===== src/rtl/clk_ctrl_defs.svh =====
/*
 * Constants for the clock output control block.
 * Assumes inclusion by bare name from package and modules.
 */
// What this block does
// Status change raises interrupt
// Per-indicator mask blocks interrupt
// Interrupt releases only after host clear
// Crosspoint routes any synthesizer to any driver
// Single-ended pins in phase, polarity selectable
// Enable pin high disables all drivers
// Per-output register disable bit
// Disabled level selectable low or high
// Synchronous disable waits period end
// Asynchronous disable stops clock at once
// Zero-delay uses external feedback, no hitless
// Dividers reset at power-up and reset
// Defaults load from storage before clocks
// Storage accepts two writes, newest only
// Select pin picks I2C or SPI
// SPI four-wire or three-wire variants
// Drive strength codes 1, 2, 3
// Live and sticky status registers
// Interrupt active low while unmasked sticky set
`ifndef CLK_CTRL_DEFS_SVH
`define CLK_CTRL_DEFS_SVH
`define NUM_STATUS 4
`define NUM_OUTPUTS 10
`define NUM_SYNTH 5
`define SYNTH_SEL_W 3
`define DRV_W 2
`define DRV_DEFAULT 2'h3
`define DRV_WEAK 2'h1
`define NVM_SLOTS 2
`define NVM_SLOT_W 2
`define CFG_W 16
`define LOAD_CYCLES 8'h10
`define LOAD_CNT_W 8
`endif


===== src/rtl/clk_ctrl_pkg.sv =====
/*
 * Types for the clock output control block.
 * Assumes the constants header is on the include path.
 */
`include "clk_ctrl_defs.svh"
package clk_ctrl_pkg;
    typedef enum logic [3:0] {
        ST_RESET = 4'h1,
        ST_LOAD = 4'h2,
        ST_RUN = 4'h4,
        ST_IDLE_UNUSED = 4'h8
    } init_state_type;
endpackage : clk_ctrl_pkg


===== src/rtl/output_driver.sv =====
/*
 * One output driver: enable gating, parked level, polarity, sync disable.
 * Assumes its synthesizer clock is a level sampled in the core_clk domain.
 */
`include "clk_ctrl_defs.svh"
module output_driver
    import clk_ctrl_pkg::*;
(
    input wire logic core_clk,
    input wire logic rst,
    input wire logic src_clk,
    input wire logic enable,
    input wire logic park_high,
    input wire logic sync_dis,
    input wire logic invert_pos,
    input wire logic invert_neg,
    output logic clk_out_pos,
    output logic clk_out_neg,
    output logic running
);
    logic src_prev;

    always_ff @(posedge core_clk) begin
        if (rst) begin
            src_prev <= 1'b0;
        end else begin
            src_prev <= src_clk;
        end
    end

    // Gate opens at once; closes at period end or at once
    always_ff @(posedge core_clk) begin
        if (rst) begin
            running <= 1'b0;
        end else if (enable) begin
            running <= 1'b1;
        end else if (!sync_dis) begin
            running <= 1'b0;
        end else if (src_prev && !src_clk) begin
            running <= 1'b0;
        end
    end

    always_ff @(posedge core_clk) begin
        if (rst) begin
            clk_out_pos <= 1'b0;
            clk_out_neg <= 1'b0;
        end else if (running && (enable || !sync_dis || src_clk)) begin
            clk_out_pos <= src_clk ^ invert_pos;
            clk_out_neg <= src_clk ^ invert_neg;
        end else begin
            clk_out_pos <= park_high;
            clk_out_neg <= park_high;
        end
    end
endmodule : output_driver


===== src/rtl/status_irq.sv =====
/*
 * Status change detection, sticky bits, masking and interrupt pin.
 * Assumes status flags come from the fault monitors, async to core_clk.
 */
`include "clk_ctrl_defs.svh"
module status_irq
    import clk_ctrl_pkg::*;
(
    input wire logic core_clk,
    input wire logic rst,
    input wire logic [`NUM_STATUS-1:0] status_raw,
    input wire logic [`NUM_STATUS-1:0] irq_mask,
    input wire logic [`NUM_STATUS-1:0] sticky_clear,
    output logic [`NUM_STATUS-1:0] status_live,
    output logic [`NUM_STATUS-1:0] status_sticky,
    output logic status_irq_n
);
    logic [`NUM_STATUS-1:0] sync_a;
    logic [`NUM_STATUS-1:0] live_prev;
    logic [`NUM_STATUS-1:0] change;

    // Two-stage synchroniser; second stage is the live view
    always_ff @(posedge core_clk) begin
        if (rst) begin
            sync_a <= '0;
            status_live <= '0;
        end else begin
            sync_a <= status_raw;
            status_live <= sync_a;
        end
    end

    // Only settled live bits feed the change detector
    always_ff @(posedge core_clk) begin
        if (rst) begin
            live_prev <= '0;
        end else begin
            live_prev <= status_live;
        end
    end

    assign change = status_live ^ live_prev;

    // Set wins over clear
    always_ff @(posedge core_clk) begin
        if (rst) begin
            status_sticky <= '0;
        end else begin
            status_sticky <= (status_sticky & ~sticky_clear) | change;
        end
    end

    always_ff @(posedge core_clk) begin
        if (rst) begin
            status_irq_n <= 1'b1;
        end else begin
            status_irq_n <= ~|(status_sticky & ~irq_mask);
        end
    end
endmodule : status_irq


===== src/rtl/clock_output_ctrl.sv =====
/*
 * Top of the clock output control layer: init sequencing, storage
 * defaults, crosspoint, drivers, interface selection, status interrupt.
 * Assumes synthesizer clocks are slow levels and config arrives as ports.
 */
`include "clk_ctrl_defs.svh"
module clock_output_ctrl
    import clk_ctrl_pkg::*;
#(
    parameter int NUM_OUT = `NUM_OUTPUTS,
    parameter int NUM_SYN = `NUM_SYNTH
) (
    input wire logic core_clk,
    input wire logic rst,
    input wire logic device_reset_n,
    input wire logic hard_reset,
    input wire logic [NUM_SYN-1:0] synth_clk,
    input wire logic external_feedback_in,
    input wire logic global_output_en_n,
    input wire logic bus_select_i2c,
    input wire logic spi_three_wire,
    input wire logic [`NUM_STATUS-1:0] status_raw,
    input wire logic [`NUM_STATUS-1:0] irq_mask,
    input wire logic [`NUM_STATUS-1:0] sticky_clear,
    input wire logic [NUM_OUT-1:0] out_disable,
    input wire logic [NUM_OUT-1:0] park_high,
    input wire logic [NUM_OUT-1:0] sync_dis,
    input wire logic [NUM_OUT-1:0] invert_pos,
    input wire logic [NUM_OUT-1:0] invert_neg,
    input wire logic [NUM_OUT*`SYNTH_SEL_W-1:0] route_sel,
    input wire logic [NUM_OUT*`DRV_W-1:0] single_ended_drive_sel,
    input wire logic zero_delay_en,
    input wire logic hitless_req,
    input wire logic nvm_write,
    input wire logic [`CFG_W-1:0] nvm_write_data,
    output logic [NUM_OUT-1:0] clk_out_pos,
    output logic [NUM_OUT-1:0] clk_out_neg,
    output logic [NUM_OUT*`DRV_W-1:0] drive_strength,
    output logic divider_reset,
    output logic clocks_running,
    output logic [`CFG_W-1:0] default_config,
    output logic [`NVM_SLOT_W-1:0] nvm_writes_used,
    output logic nvm_write_refused,
    output logic feedback_sel_ext,
    output logic hitless_active,
    output logic iface_i2c,
    output logic iface_spi4,
    output logic iface_spi3,
    output logic [`NUM_STATUS-1:0] status_live,
    output logic [`NUM_STATUS-1:0] status_sticky,
    output logic status_irq_n,
    output logic last_clock_output
);
    parameter logic [`CFG_W-1:0] FACTORY_CONFIG = 16'h0000;

    init_state_type state;
    logic [1:0] rstn_sync;
    logic [1:0] oe_sync;
    logic [1:0] sel_sync;
    logic [1:0] spi3_sync;
    logic [1:0] fb_sync;
    logic [NUM_SYN-1:0] syn_a;
    logic [NUM_SYN-1:0] syn_b;
    logic [`LOAD_CNT_W-1:0] load_cnt;
    logic [`CFG_W-1:0] nvm_slot [`NVM_SLOTS];
    logic [NUM_OUT-1:0] drv_pos;
    logic [NUM_OUT-1:0] drv_neg;
    logic [NUM_OUT-1:0] drv_src;
    logic [NUM_OUT-1:0] drv_en;
    logic reset_req;

    // Pick one synthesizer for a driver
    function automatic logic pick_synth(
        input logic [NUM_SYN-1:0] clks,
        input logic [`SYNTH_SEL_W-1:0] sel
    );
        pick_synth = (int'(sel) < NUM_SYN) ? clks[sel] : 1'b0;
    endfunction : pick_synth

    // Clamp drive code into 1..3
    function automatic logic [`DRV_W-1:0] clamp_drive(
        input logic [`DRV_W-1:0] code
    );
        clamp_drive = (code == 2'h0) ? `DRV_WEAK : code;
    endfunction : clamp_drive

    // Pin reset synchroniser
    always_ff @(posedge core_clk) begin
        if (rst) begin
            rstn_sync <= 2'h0;
        end else begin
            rstn_sync <= {rstn_sync[0], device_reset_n};
        end
    end

    // Output enable pin synchroniser, idles disabled
    always_ff @(posedge core_clk) begin
        if (rst) begin
            oe_sync <= 2'h3;
        end else begin
            oe_sync <= {oe_sync[0], global_output_en_n};
        end
    end

    // Interface select synchronisers, idle matches I2C default
    always_ff @(posedge core_clk) begin
        if (rst) begin
            sel_sync <= 2'h3;
            spi3_sync <= 2'h0;
        end else begin
            sel_sync <= {sel_sync[0], bus_select_i2c};
            spi3_sync <= {spi3_sync[0], spi_three_wire};
        end
    end

    // Feedback pin synchroniser
    always_ff @(posedge core_clk) begin
        if (rst) begin
            fb_sync <= 2'h0;
        end else begin
            fb_sync <= {fb_sync[0], external_feedback_in};
        end
    end

    // Synthesizer clock synchronisers
    always_ff @(posedge core_clk) begin
        if (rst) begin
            syn_a <= '0;
            syn_b <= '0;
        end else begin
            syn_a <= synth_clk;
            syn_b <= syn_a;
        end
    end

    assign reset_req = !rstn_sync[1] || hard_reset;

    // Power-up and reset sequencing
    always_ff @(posedge core_clk) begin
        if (rst || reset_req) begin
            state <= ST_RESET;
            load_cnt <= '0;
        end else begin
            case (state)
                ST_RESET: begin
                    state <= ST_LOAD;
                    load_cnt <= '0;
                end
                ST_LOAD: begin
                    load_cnt <= load_cnt + `LOAD_CNT_W'(1);
                    if (load_cnt == `LOAD_CYCLES) begin
                        state <= ST_RUN;
                    end
                end
                ST_RUN: begin
                    state <= ST_RUN;
                end
                default: begin
                    state <= ST_RESET;
                end
            endcase
        end
    end

    // Dividers held until the run state
    always_ff @(posedge core_clk) begin
        if (rst) begin
            divider_reset <= 1'b1;
        end else begin
            divider_reset <= (state != ST_RUN) || reset_req;
        end
    end

    // Clocks flagged only after defaults are loaded
    always_ff @(posedge core_clk) begin
        if (rst) begin
            clocks_running <= 1'b0;
        end else begin
            clocks_running <= (state == ST_RUN) && !reset_req;
        end
    end

    // Storage: two writes, newest slot only visible
    always_ff @(posedge core_clk) begin
        if (rst) begin
            nvm_writes_used <= '0;
            nvm_write_refused <= 1'b0;
            nvm_slot[0] <= 16'h0000;
            nvm_slot[1] <= 16'h0000;
        end else begin
            nvm_write_refused <= 1'b0;
            if (nvm_write) begin
                if (nvm_writes_used < `NVM_SLOT_W'(`NVM_SLOTS)) begin
                    nvm_slot[nvm_writes_used[0]] <= nvm_write_data;
                    nvm_writes_used <= nvm_writes_used + `NVM_SLOT_W'(1);
                end else begin
                    nvm_write_refused <= 1'b1;
                end
            end
        end
    end

    always_ff @(posedge core_clk) begin
        if (rst) begin
            default_config <= '0;
        end else if (state == ST_LOAD) begin
            if (nvm_writes_used == 2'h0) begin
                default_config <= FACTORY_CONFIG;
            end else begin
                default_config <= nvm_slot[nvm_writes_used[0] ^ 1'b1];
            end
        end
    end

    // Interface selection
    always_ff @(posedge core_clk) begin
        if (rst) begin
            iface_i2c <= 1'b1;
            iface_spi4 <= 1'b0;
            iface_spi3 <= 1'b0;
        end else begin
            iface_i2c <= sel_sync[1];
            iface_spi4 <= !sel_sync[1] && !spi3_sync[1];
            iface_spi3 <= !sel_sync[1] && spi3_sync[1];
        end
    end

    // Zero-delay feedback path
    always_ff @(posedge core_clk) begin
        if (rst) begin
            feedback_sel_ext <= 1'b0;
            hitless_active <= 1'b0;
        end else begin
            feedback_sel_ext <= zero_delay_en;
            hitless_active <= hitless_req && !zero_delay_en;
        end
    end

    // Feedback pin echo, quiet outside zero-delay mode
    always_ff @(posedge core_clk) begin
        if (rst) begin
            last_clock_output <= 1'b0;
        end else begin
            last_clock_output <= zero_delay_en ? fb_sync[1] : 1'b0;
        end
    end

    // Drive strength per output
    always_ff @(posedge core_clk) begin
        if (rst) begin
            drive_strength <= {NUM_OUT{`DRV_DEFAULT}};
        end else begin
            for (int i = 0; i < NUM_OUT; i++) begin
                drive_strength[i*`DRV_W +: `DRV_W] <=
                    clamp_drive(single_ended_drive_sel[i*`DRV_W +: `DRV_W]);
            end
        end
    end

    // Crosspoint and enable gating
    always_comb begin
        for (int i = 0; i < NUM_OUT; i++) begin
            drv_src[i] = pick_synth(syn_b,
                route_sel[i*`SYNTH_SEL_W +: `SYNTH_SEL_W]);
            drv_en[i] = !oe_sync[1] && !out_disable[i]
                && (state == ST_RUN);
        end
    end

    for (genvar g = 0; g < NUM_OUT; g++) begin : g_drv
        output_driver u_drv (
            .core_clk(core_clk),
            .rst(rst || divider_reset),
            .src_clk(drv_src[g]),
            .enable(drv_en[g]),
            .park_high(park_high[g]),
            .sync_dis(sync_dis[g]),
            .invert_pos(invert_pos[g]),
            .invert_neg(invert_neg[g]),
            .clk_out_pos(drv_pos[g]),
            .clk_out_neg(drv_neg[g]),
            .running()
        );
    end

    // Registered pin outputs
    always_ff @(posedge core_clk) begin
        if (rst) begin
            clk_out_pos <= '0;
            clk_out_neg <= '0;
        end else begin
            clk_out_pos <= drv_pos;
            clk_out_neg <= drv_neg;
        end
    end

    status_irq u_irq (
        .core_clk(core_clk),
        .rst(rst),
        .status_raw(status_raw),
        .irq_mask(irq_mask),
        .sticky_clear(sticky_clear),
        .status_live(status_live),
        .status_sticky(status_sticky),
        .status_irq_n(status_irq_n)
    );
endmodule : clock_output_ctrl


===== config.mk =====
export PLATFORM = sky130hd
export DESIGN_NAME = clock_output_ctrl
export DESIGN_NICKNAME = d
export VERILOG_FILES = /design/src/rtl/clk_ctrl_pkg.sv /design/src/rtl/output_driver.sv /design/src/rtl/status_irq.sv /design/src/rtl/clock_output_ctrl.sv
export VERILOG_INCLUDE_DIRS = /design/src /design/src/rtl
export SDC_FILE = /design/constraint.sdc
export NUM_CORES = 1
export LEC_CHECK = 0
export ABC_AREA = 0
export BUFFER_PORTS_ARGS = -buffer_cell sky130_fd_sc_hd__clkbuf_2
export CORE_MARGIN = 2
export CORE_UTILIZATION = 40
export CTS_BUF_LIST = sky130_fd_sc_hd__clkbuf_4 sky130_fd_sc_hd__clkbuf_8
export DETAILED_ROUTE_END_ITERATION = 10
export PLACE_DENSITY = 0.6
export SLEW_MARGIN = 40
export SYNTH_ARGS = -nofsm -noshare
export SYNTH_HDL_FRONTEND = slang
export SYNTH_SLANG_ARGS = --single-unit

===== constraint.sdc =====
create_clock -name core_clk -period 2.35 [get_ports core_clk]
set_clock_uncertainty 0.05 [all_clocks]
set_input_delay 0.235 -clock core_clk [delete_from_list [all_inputs] [get_ports core_clk]]
set_output_delay 0.235 -clock core_clk [all_outputs]
set_load 0.02 [all_outputs]

==> impl_metrics.csv, run 1 <==
group,metric,value,unit
status,outcome,"complete, no violations",
floorplanning,ioPinCount,220,
setup_path,r2r_setup_slack,420,ps
setup_path,start_kind,"input pin",
sta,tns,0,ps
global_route,grt_pass1_vias,6129,
cells_and_area,layout-drive-gt1-share,0.284,
global_route,gr-usage-all-layers,0.191,
drt,ant_nets,0,
drt,dr.pass1.iters,4,
clock_network,path_clk_slew,100,ps
cells_and_area,insertedDiodeCount,0,
drt,vias_per_cell,4.89,
sta,post-route-period-util,0.850,
placement,io_buffers,219,
global_route,grt_pass1_wl,30300,um
cells_and_area,final_cells,1281,
power,combPwrFrac,0.101,
sta,fin_ws,352,ps
setup_path,r2r-end,"g_drv[9].u_drv.clk_out_pos",
global_route,overflow,0,
placement,hpwlAfterDp,12800,um
clock_network,cts_tree,"yes",
clock_network,cts-root-buf,"clkbuf_8",
sta,maxSlewViolCount,0,
sta,finalSetupViolations,0,
placement,gp_congestion,0.814,
logic_synthesis,synth_flop_cell,"dfxtp_1",
sta,max_freq,0.500,GHz
setup_path,arrival,2300,ps
hold_path,hold_start,"invert_neg[2]",
setup_path,rr_startpoint,"state[0]",
cells_and_area,fin_nets,1181,
logic_synthesis,yosysUniqueCellTypes,47,
logic_synthesis,ys_seq_area_frac,0.536,
placement,place_ws,431,ps
hold_path,hold_path_depth,4,
setup_path,cp_top_family,"buffers and inverters",
clock_network,clock_latency,460,ps
logic_synthesis,ys_ff_latch,187,
power,p_sw,1.61,mW
clock_network,cts_made_buffers,17,
power,p_per_area,624,nW/um2
hold_path,hold_path_end,"g_drv[2].u_drv.clk_out_neg",
sta,worstMarginPinSlew,713,ps
floorplanning,die_h,142,um
setup_path,slowest_stage,"dlygate4sd3_1",
clock_network,htree_levels,4,
setup_path,endpoint_kind,"flip-flop",
floorplanning,coreArea,18600,um2
sta,finalHoldViolCount,0,
global_route,antenna_found_initial,0,
hold_path,hold_path.class,"in2reg",
run,maxCapViolCount,0,
logic_synthesis,postSynthCellCount,743,
logic_synthesis,async_flop_share,0,
power,swShare,0.255,
power,leakagePower,4.06,nW
setup_path,critPathBufInv,4,
sta,maxSlewHeadroom,0.524,
clock_network,clock_sinks,187,
power,p_int,4.68,mW
drt,drt_iter0_markers,219,
drt,wl_per_cell,14.8,um
cells_and_area,syn_to_final_growth,33.0,%
setup_path,slowest_delay,590,ps
sta,fin_crit,2000,ps
setup_path,path_depth,5,
drt,wl,19000,um
setup_path,worstPathRequired,2650,ps
setup_path,cp-startpoint,"rst",
setup_path,path_class,"in2reg",
floorplanning,start_util,0.406,
sta,rsz0062_at_grt,"false",
power,p_seq_frac,0.540,
global_route,grt_max_degree,47,
setup_path,path_cells,"dlygate4sd3_1 -> buf_4 -> buf_4 -> or3b_2 -> dlygate4sd3_1",
setup_path,worstRegToRegCells,4,
cells_and_area,fin_util,0.541,
logic_synthesis,syn-num-nets,890,
setup_path,cp_max_fo,46,
power,vdd_ir_drop_max,0.364,mV
logic_synthesis,avgSynthCellArea,10.2,um2
floorplanning,core.rowCount,50,
logic_synthesis,synth_area,7580,um2
logic_synthesis,yosysWarnings,0,
drt,drcViolationCount,0,
clock_network,clock_path_buffers,2,
placement,placed_cells,1181,
logic_synthesis,synth_edf_count,32,
power,clockPowerShare,0.359,
floorplanning,die_w,142,um
sta,hold_ws,30.0,ps
floorplanning,fp.dieArea,20100,um2
drt,vias,6267,
==> sequential cells by signal, indices dropped and copies added, names as in the netlist, 2 cells and up <==
| register | flops |
|---|---|
| rstn_sync | 2 |
| g_drv.u_drv.clk_out_neg | 10 |
| g_drv.u_drv.clk_out_pos | 10 |
| g_drv.u_drv.src_prev | 10 |
| syn_b | 5 |
| syn_a | 5 |
| sel_sync | 2 |
| default_config | 16 |
| u_irq.live_prev | 4 |
| clk_out_pos | 10 |
| u_irq.sync_a | 4 |
| g_drv.u_drv.running | 10 |
| u_irq.status_sticky | 4 |
| clk_out_neg | 10 |
| fb_sync | 2 |
| state | 3 |
| spi3_sync | 2 |
| drive_strength | 20 |
| nvm_writes_used | 2 |
| u_irq.status_live | 4 |
| load_cnt | 8 |
| nvm_slot | 32 |
| oe_sync | 2 |
==> per-stage QoR <==
step                instance area (um2)  total power [mW]
global placement                   8980              4.01
CTS                               10100              6.37
global route                      10100              6.55
detailed placement                 8980              4.02
floorplan                          7580              3.76
finish                            10100              6.29
==> area by class of cell <==
class,count,area [um2]
Sequential cell,187,4060
Tap cell,234,293
Inverter,12,45.0
Timing Repair Buffer,309,1940
Multi-Input combinational cell,507,3310
Fill cell,1665,8570
Clock buffer,18,241
Clock inverter,14,176
==> logic make-up (layout without fill, tap and decap cells) <==
logic type,after synthesis,count (layout),share of synthesized area
and+or+nand+nor,325,325,0.258
DFF,187,187,0.536
AOI/OAI and AO/OA,136,136,0.118
buffers and inverters,49,353,0.0264
muxes,38,38,0.0505
xor gates and xnor gates,5,5,0.00578
adders and majority gates,3,3,0.00495
==> worst max path at each step <==
stage,slack (ps),to
3_3_place_gp,450,g_drv[2].u_drv.clk_out_neg
5_1_grt,310,drive_strength[10]
2_1_floorplan,140,nvm_slot[1][0]
3_5_place_dp,430,g_drv[8].u_drv.clk_out_neg
4_1_cts,400,drive_strength[14]
6_report,350,drive_strength[14]
==> power by group through the flow <==
stage	Clock, mW	Combinational [mW]	Sequential [mW]
6_report	2.26	0.635	3.40
5_1_grt	2.44	0.697	3.41
4_1_cts	2.34	0.634	3.40
3_5_place_dp	0	0.544	3.47
3_3_place_gp	0	0.542	3.47
2_1_floorplan	0	0.262	3.50
==> tightest hold or removal path: cells and delay by family <==
family | cells | cell delay (ps)
and+or+nand+nor | 1 | 40
AOI/OAI and AO/OA | 2 | 130
buffers and inverters | 1 | 90
==> cells in the final DEF (no fill, tap or decap), types with 17 or more instances in the layout <==
master         instances
clkbuf_2             218
dfxtp_1              155
nor2b_1               70
dlygate4sd3_1         68
nor2_1                54
a21oi_1               41
mux2i_1               36
and2_1                34
edfxtp_1              32
nand2_1               29
nor3_1                28
nand2b_1              25
o21ai_0               24
buf_4                 23
o41a_1                20
a31oi_1               20
or2_1                 17
clkbuf_8              17
==> Yosys cell counts (all sizes together), types with 20 or more instances <==
library cell	n	area, um2
o41a	20	225
nor2	54	203
mux2i	36	360
or2	28	175
a21oi	41	205
dfxtp	155	3100
clkbuf	28	105
nand2	29	109
and2	35	219
nor3	28	140
nand2b	25	156
nor2b	70	438
edfxtp	32	961
a31oi	20	125
o21ai	24	120
==> what timing repair did <==
action | 4_1_cts | 5_1_grt
setup buffers | 0 | 0
endpoints found under the hold margin | 67 | 0
resized for setup | 0 | 0
hold buffers | 68 | 0
==> metal layers <==
| metal | share of wire | wire, um | global-route usage |
|---|---|---|---|
| met5 | 0 | 0 | 0 |
| met4 | 0.011 | 201 | 0.0542 |
| met3 | 0.084 | 1590 | 0.0591 |
| met2 | 0.44 | 8400 | 0.308 |
| met1 | 0.46 | 8810 | 0.248 |
No activity file was read; power rests on OpenSTA's default activity.
==> run 2: changes to the inputs <==
Settings changed: CORE_UTILIZATION 40 to 54, PLACE_DENSITY 0.6 to 0.79.
==> impl_metrics.csv, run 2 (synthesis gave the netlist of run 1 again) <==
group,metric,value,unit
drt,ant_nets,0,
power,p_per_area,605,nW/um2
cells_and_area,top_regs,"nvm_slot: 32 flops, drive_strength: 20 flops, default_config: 16 flops",
global_route,antenna_found_initial,1,
cells_and_area,final_cells,1219,
cells_and_area,largest_reg_flops,32,
global_route,grt_max_degree,60,
cells_and_area,layout.cells.most_common,"clkbuf_2",
drt,wl,18400,um
cells_and_area,layout-drive-gt1-share,0.286,
clock_network,clock_sinks,187,
clock_network,cts-root-buf,"clkbuf_8",
placement,placed_cells,1127,
sta,worstMarginPinSlew,627,ps
drt,drt_iter0_markers,378,
setup_path,start_kind,"flip-flop",
placement,hpwlAfterDp,12200,um
sta,post-route-period-util,0.886,
setup_path,path_class,"reg2reg",
placement,dpl_cell_area,8910,um2
clock_network,htree_levels,4,
clock_network,path_clk_slew,90,ps
drt,vias_per_cell,5.25,
cells_and_area,final_cell_mix,"218 x clkbuf_2, 155 x dfxtp_1, 70 x nor2b_1, 59 x dlygate4sd3_1, 54 x nor2_1",
global_route,gr-usage-all-layers,0.249,
power,p_sw,1.53,mW
cells_and_area,largest_register,"nvm_slot",
sta,hold_ws,35.8,ps
sta,tns,0,ps
floorplanning,coreArea,13800,um2
sta,maxSlewViolCount,0,
placement,place_ws,281,ps
global_route,grt_pass1_vias,6063,
clock_network,cts_tree,"yes",
cells_and_area,fillers,1021,
power,combPwrFrac,0.105,
setup_path,endpoint_kind,"flip-flop",
power,swShare,0.257,
floorplanning,start_util,0.550,
drt,dr.pass1.iters,5,
power,p_seq_frac,0.570,
sta,finalSetupViolations,0,
power,power,5.97,mW
floorplanning,fp.dieArea,15000,um2
cells_and_area,fin_util,0.716,
clock_network,clock_latency,450,ps
cells_and_area,layout.area.seq,4060,um2
sta,max_freq,0.480,GHz
drt,wl_per_cell,15.1,um
global_route,grt_pass1_wl,29000,um
setup_path,worstPathRequired,2680,ps
placement,gp_congestion,0.812,
sta,fin_crit,2080,ps
setup_path,cp_max_fo,20,
power,vdd_ir_drop_max,0.317,mV
hold_path,hold_path.class,"in2reg",
cells_and_area,syn_to_final_growth,30.1,%
power,p_int,4.43,mW
sta,finalHoldViolCount,0,
sta,fin_ws,268,ps
setup_path,arrival,2410,ps
cells_and_area,stdcell_area,9860,um2
global_route,overflow,0,
floorplanning,die_w,122,um
clock_network,clock_path_buffers,2,
drt,vias,6399,
cells_and_area,fin_nets,1172,
floorplanning,ioPinCount,220,
floorplanning,die_h,122,um
clock_network,cts_made_buffers,17,
status,outcome,"complete, no violations",
sta,rsz0062_at_grt,"false",
power,leakagePower,3.98,nW
floorplanning,core.rowCount,43,
drt,drcViolationCount,0,
placement,io_buffers,219,
sta,maxSlewHeadroom,0.582,
run,maxCapViolCount,0,
clock_network,cts_resized,0,
power,clockPowerShare,0.325,
cells_and_area,multi_input_area,3310,um2
==> run 2: layout make-up <==
cell class	count	share of cell area
sequential	187	0.412
multi-input combinational	507	0.336
timing repair buffer	300	0.188
clock buffer	18	0.0245
tap	180	0.0228
clock inverter	14	0.0113
inverter	12	0.00457
antenna	1	0.000254
==> run 2: power groups by stage <==
stage / Clock [mW] / Combinational (mW) / Sequential, mW
floorplan: 0 / 0.262 / 3.50
global placement: 0 / 0.529 / 3.47
detailed placement: 0 / 0.538 / 3.47
CTS: 1.99 / 0.617 / 3.40
global route: 2.10 / 0.681 / 3.41
finish: 1.94 / 0.626 / 3.40
==> run 2: worst max-delay path: stages, from the launching register on <==
cell and delay [ps]:
dfxtp_1 430, or4b_4 710, o21a_1 260, o41a_1 370, a31oi_1 170
==> run 2: routing by layer <==
| metal | routed length (um) | part of all wire | vias to the layer above | GRT usage |
|---|---|---|---|---|
| met5 | 0 | 0 | - | 0 |
| met4 | 422 | 0.023 | 0 | 0.103 |
| met3 | 1680 | 0.091 | 35 | 0.0901 |
| met2 | 8790 | 0.48 | 256 | 0.421 |
| met1 | 7560 | 0.41 | 2920 | 0.284 |
| li1 | - | - | 3188 | - |
==> run 2: what timing repair did <==
item	4_1_cts	5_1_grt
endpoints found under the hold margin	65	0
hold buffers	59	0
setup buffers	0	0
==> run 2: worst paths after layout <==
| kind | endpoint | cells after the start | startpoint | slack [ps] |
|---|---|---|---|---|
| hold / removal | g_drv[7].u_drv.running | 3 | sync_dis[7] | 40 |
| setup / recovery | g_drv[9].u_drv.clk_out_neg | 4 | state[1] | 270 |
| hold reg to reg | iface_spi4 | 1 | spi3_sync[1] | 370 |
| setup reg to reg | g_drv[9].u_drv.clk_out_neg | 4 | state[1] | 270 |
==> run 3: changes to the inputs <==
Settings changed: CORE_UTILIZATION 54 to 52, CTS_BUF_LIST sky130_fd_sc_hd__clkbuf_4 sky130_fd_sc_hd__clkbuf_8 to not set, PLACE_DENSITY 0.79 to 0.76.
==> impl_metrics.csv, run 3 (synthesis gave the netlist of run 1 again) <==
group,metric,value,unit
status,outcome,"complete, no violations",
clock_network,clock_sinks,187,
drt,wl_per_cell,15.1,um
cells_and_area,largest_reg_flops,32,
setup_path,worstPathRequired,2650,ps
setup_path,path_cells,"or4b_4 -> o21a_1 -> o41a_1 -> a31oi_1",
floorplanning,coreArea,14400,um2
global_route,antenna_found_initial,0,
clock_network,cts_resized,0,
drt,drcViolationCount,0,
clock_network,htree_levels,4,
cells_and_area,top_regs,"nvm_slot: 32 flops, drive_strength: 20 flops, default_config: 16 flops",
drt,dr.pass1.iters,4,
global_route,grt_max_degree,57,
hold_path,hold_path.class,"in2reg",
clock_network,cts_made_buffers,17,
power,p_per_area,700,nW/um2
global_route,grt_pass1_vias,6106,
floorplanning,fp.dieArea,15600,um2
setup_path,cp_max_fo,20,
cells_and_area,fin_nets,1150,
sta,post-route-period-util,0.833,
setup_path,cp_top_family,"compound AO/OA/AOI/OAI gates",
sta,tns,0,ps
setup_path,slowest_delay,700,ps
placement,place_ws,436,ps
clock_network,clock_path_buffers,2,
cells_and_area,stdcell_area,9920,um2
setup_path,arrival,2260,ps
sta,finalSetupViolations,0,
drt,vias_per_cell,5.24,
drt,wl,18100,um
placement,dpl_cell_area,8930,um2
setup_path,slowest_stage,"or4b_4",
sta,fin_crit,1960,ps
cells_and_area,multi_input_area,3310,um2
cells_and_area,layout.cells.most_common,"clkbuf_2",
setup_path,critPathBufInv,0,
sta,finalHoldViolCount,0,
floorplanning,ioPinCount,220,
setup_path,start_kind,"flip-flop",
floorplanning,core.rowCount,44,
global_route,grt_pass1_wl,29300,um
placement,gp_congestion,0.823,
drt,drt_iter0_markers,396,
sta,rsz0062_at_grt,"false",
placement,io_buffers,219,
cells_and_area,largest_register,"nvm_slot",
sta,fin_ws,392,ps
floorplanning,start_util,0.527,
drt,ant_nets,0,
placement,hpwlAfterDp,12300,um
sta,max_freq,0.511,GHz
floorplanning,die_h,125,um
power,leakagePower,4.03,nW
cells_and_area,layout.area.seq,4060,um2
sta,maxSlewViolCount,0,
clock_network,path_clk_slew,70,ps
cells_and_area,final_cell_mix,"218 x clkbuf_2, 155 x dfxtp_1, 70 x nor2b_1, 54 x nor2_1, 41 x a21oi_1",
sta,worstMarginPinSlew,565,ps
run,maxCapViolCount,0,
cells_and_area,layout-drive-gt1-share,0.289,
cells_and_area,insertedDiodeCount,0,
power,vdd_ir_drop_max,0.523,mV
global_route,gr-usage-all-layers,0.234,
floorplanning,die_w,125,um
cells_and_area,syn_to_final_growth,30.9,%
clock_network,cts-root-buf,"clkbuf_16",
clock_network,cts_tree,"yes",
setup_path,path_class,"reg2reg",
cells_and_area,fillers,1102,
global_route,overflow,0,
setup_path,endpoint_kind,"flip-flop",
clock_network,clock_latency,430,ps
drt,vias,6293,
sta,maxSlewHeadroom,0.623,
[run 3: cell types whose count changed in the layout (fill, tap and decap cells not counted), sizes merged]
cell	before	now
dlygate4sd3	59	37
clkbuf	236	242
inv	19	13
clkinvlp	6	2
bufinv	0	2
clkinv	1	3
diode	1	0
[run 3: stage by stage]
step / utilization / instances / hold WS (ps) / total power [mW]
2_1_floorplan: - / 743 / 261 / 3.76
3_3_place_gp: 0.621 / 1131 / 335 / 4.00
3_5_place_dp: 0.621 / 1131 / 339 / 4.01
4_1_cts: 0.690 / 1200 / 0.265 / 6.98
5_1_grt: 0.690 / 1200 / 7.70 / 7.17
6_report: 0.690 / 1200 / 18.3 / 6.94
[run 3: repair_timing]
action	in CTS	in global routing
hold endpoints to repair	36	0
hold buffers	37	0
setup buffers	0	0
[run 3: final cells by class]
cell class              count  area share
repair buffers            278       0.166
flip-flops and latches    187       0.410
multi-input cells         507       0.334
inverters                  12     0.00454
clock inverters             8      0.0105
well taps                 184      0.0232
clock buffers              24      0.0519
[run 3: path summary, 6_finish.rpt]
kind	from	to	slack (ps)	cells after the start
worst max-delay path	state[0]	g_drv[5].u_drv.clk_out_pos	390	4
worst min-delay path	hitless_req	hitless_active	20	2
worst max register to register	state[0]	g_drv[5].u_drv.clk_out_pos	390	4
worst min register to register	sel_sync[0]	sel_sync[1]	360	1
[run 3: per-layer routing]
metal,track usage,up-vias,part of all wire
met1,0.282,2899,0.43
met4,0.0859,0,0.019
met2,0.398,229,0.47
met3,0.0674,23,0.081
met5,0,-,0
li1,-,3142,-
[run 3: power breakdown]
| part | total (mW) | internal [mW] | switching (mW) | leakage (nW) |
|---|---|---|---|---|
| clock | 2.94 | 1.75 | 1.19 | 0.297 |
| sequential | 3.40 | 3.36 | 0.0438 | 1.60 |
| combinational | 0.594 | 0.289 | 0.305 | 2.14 |
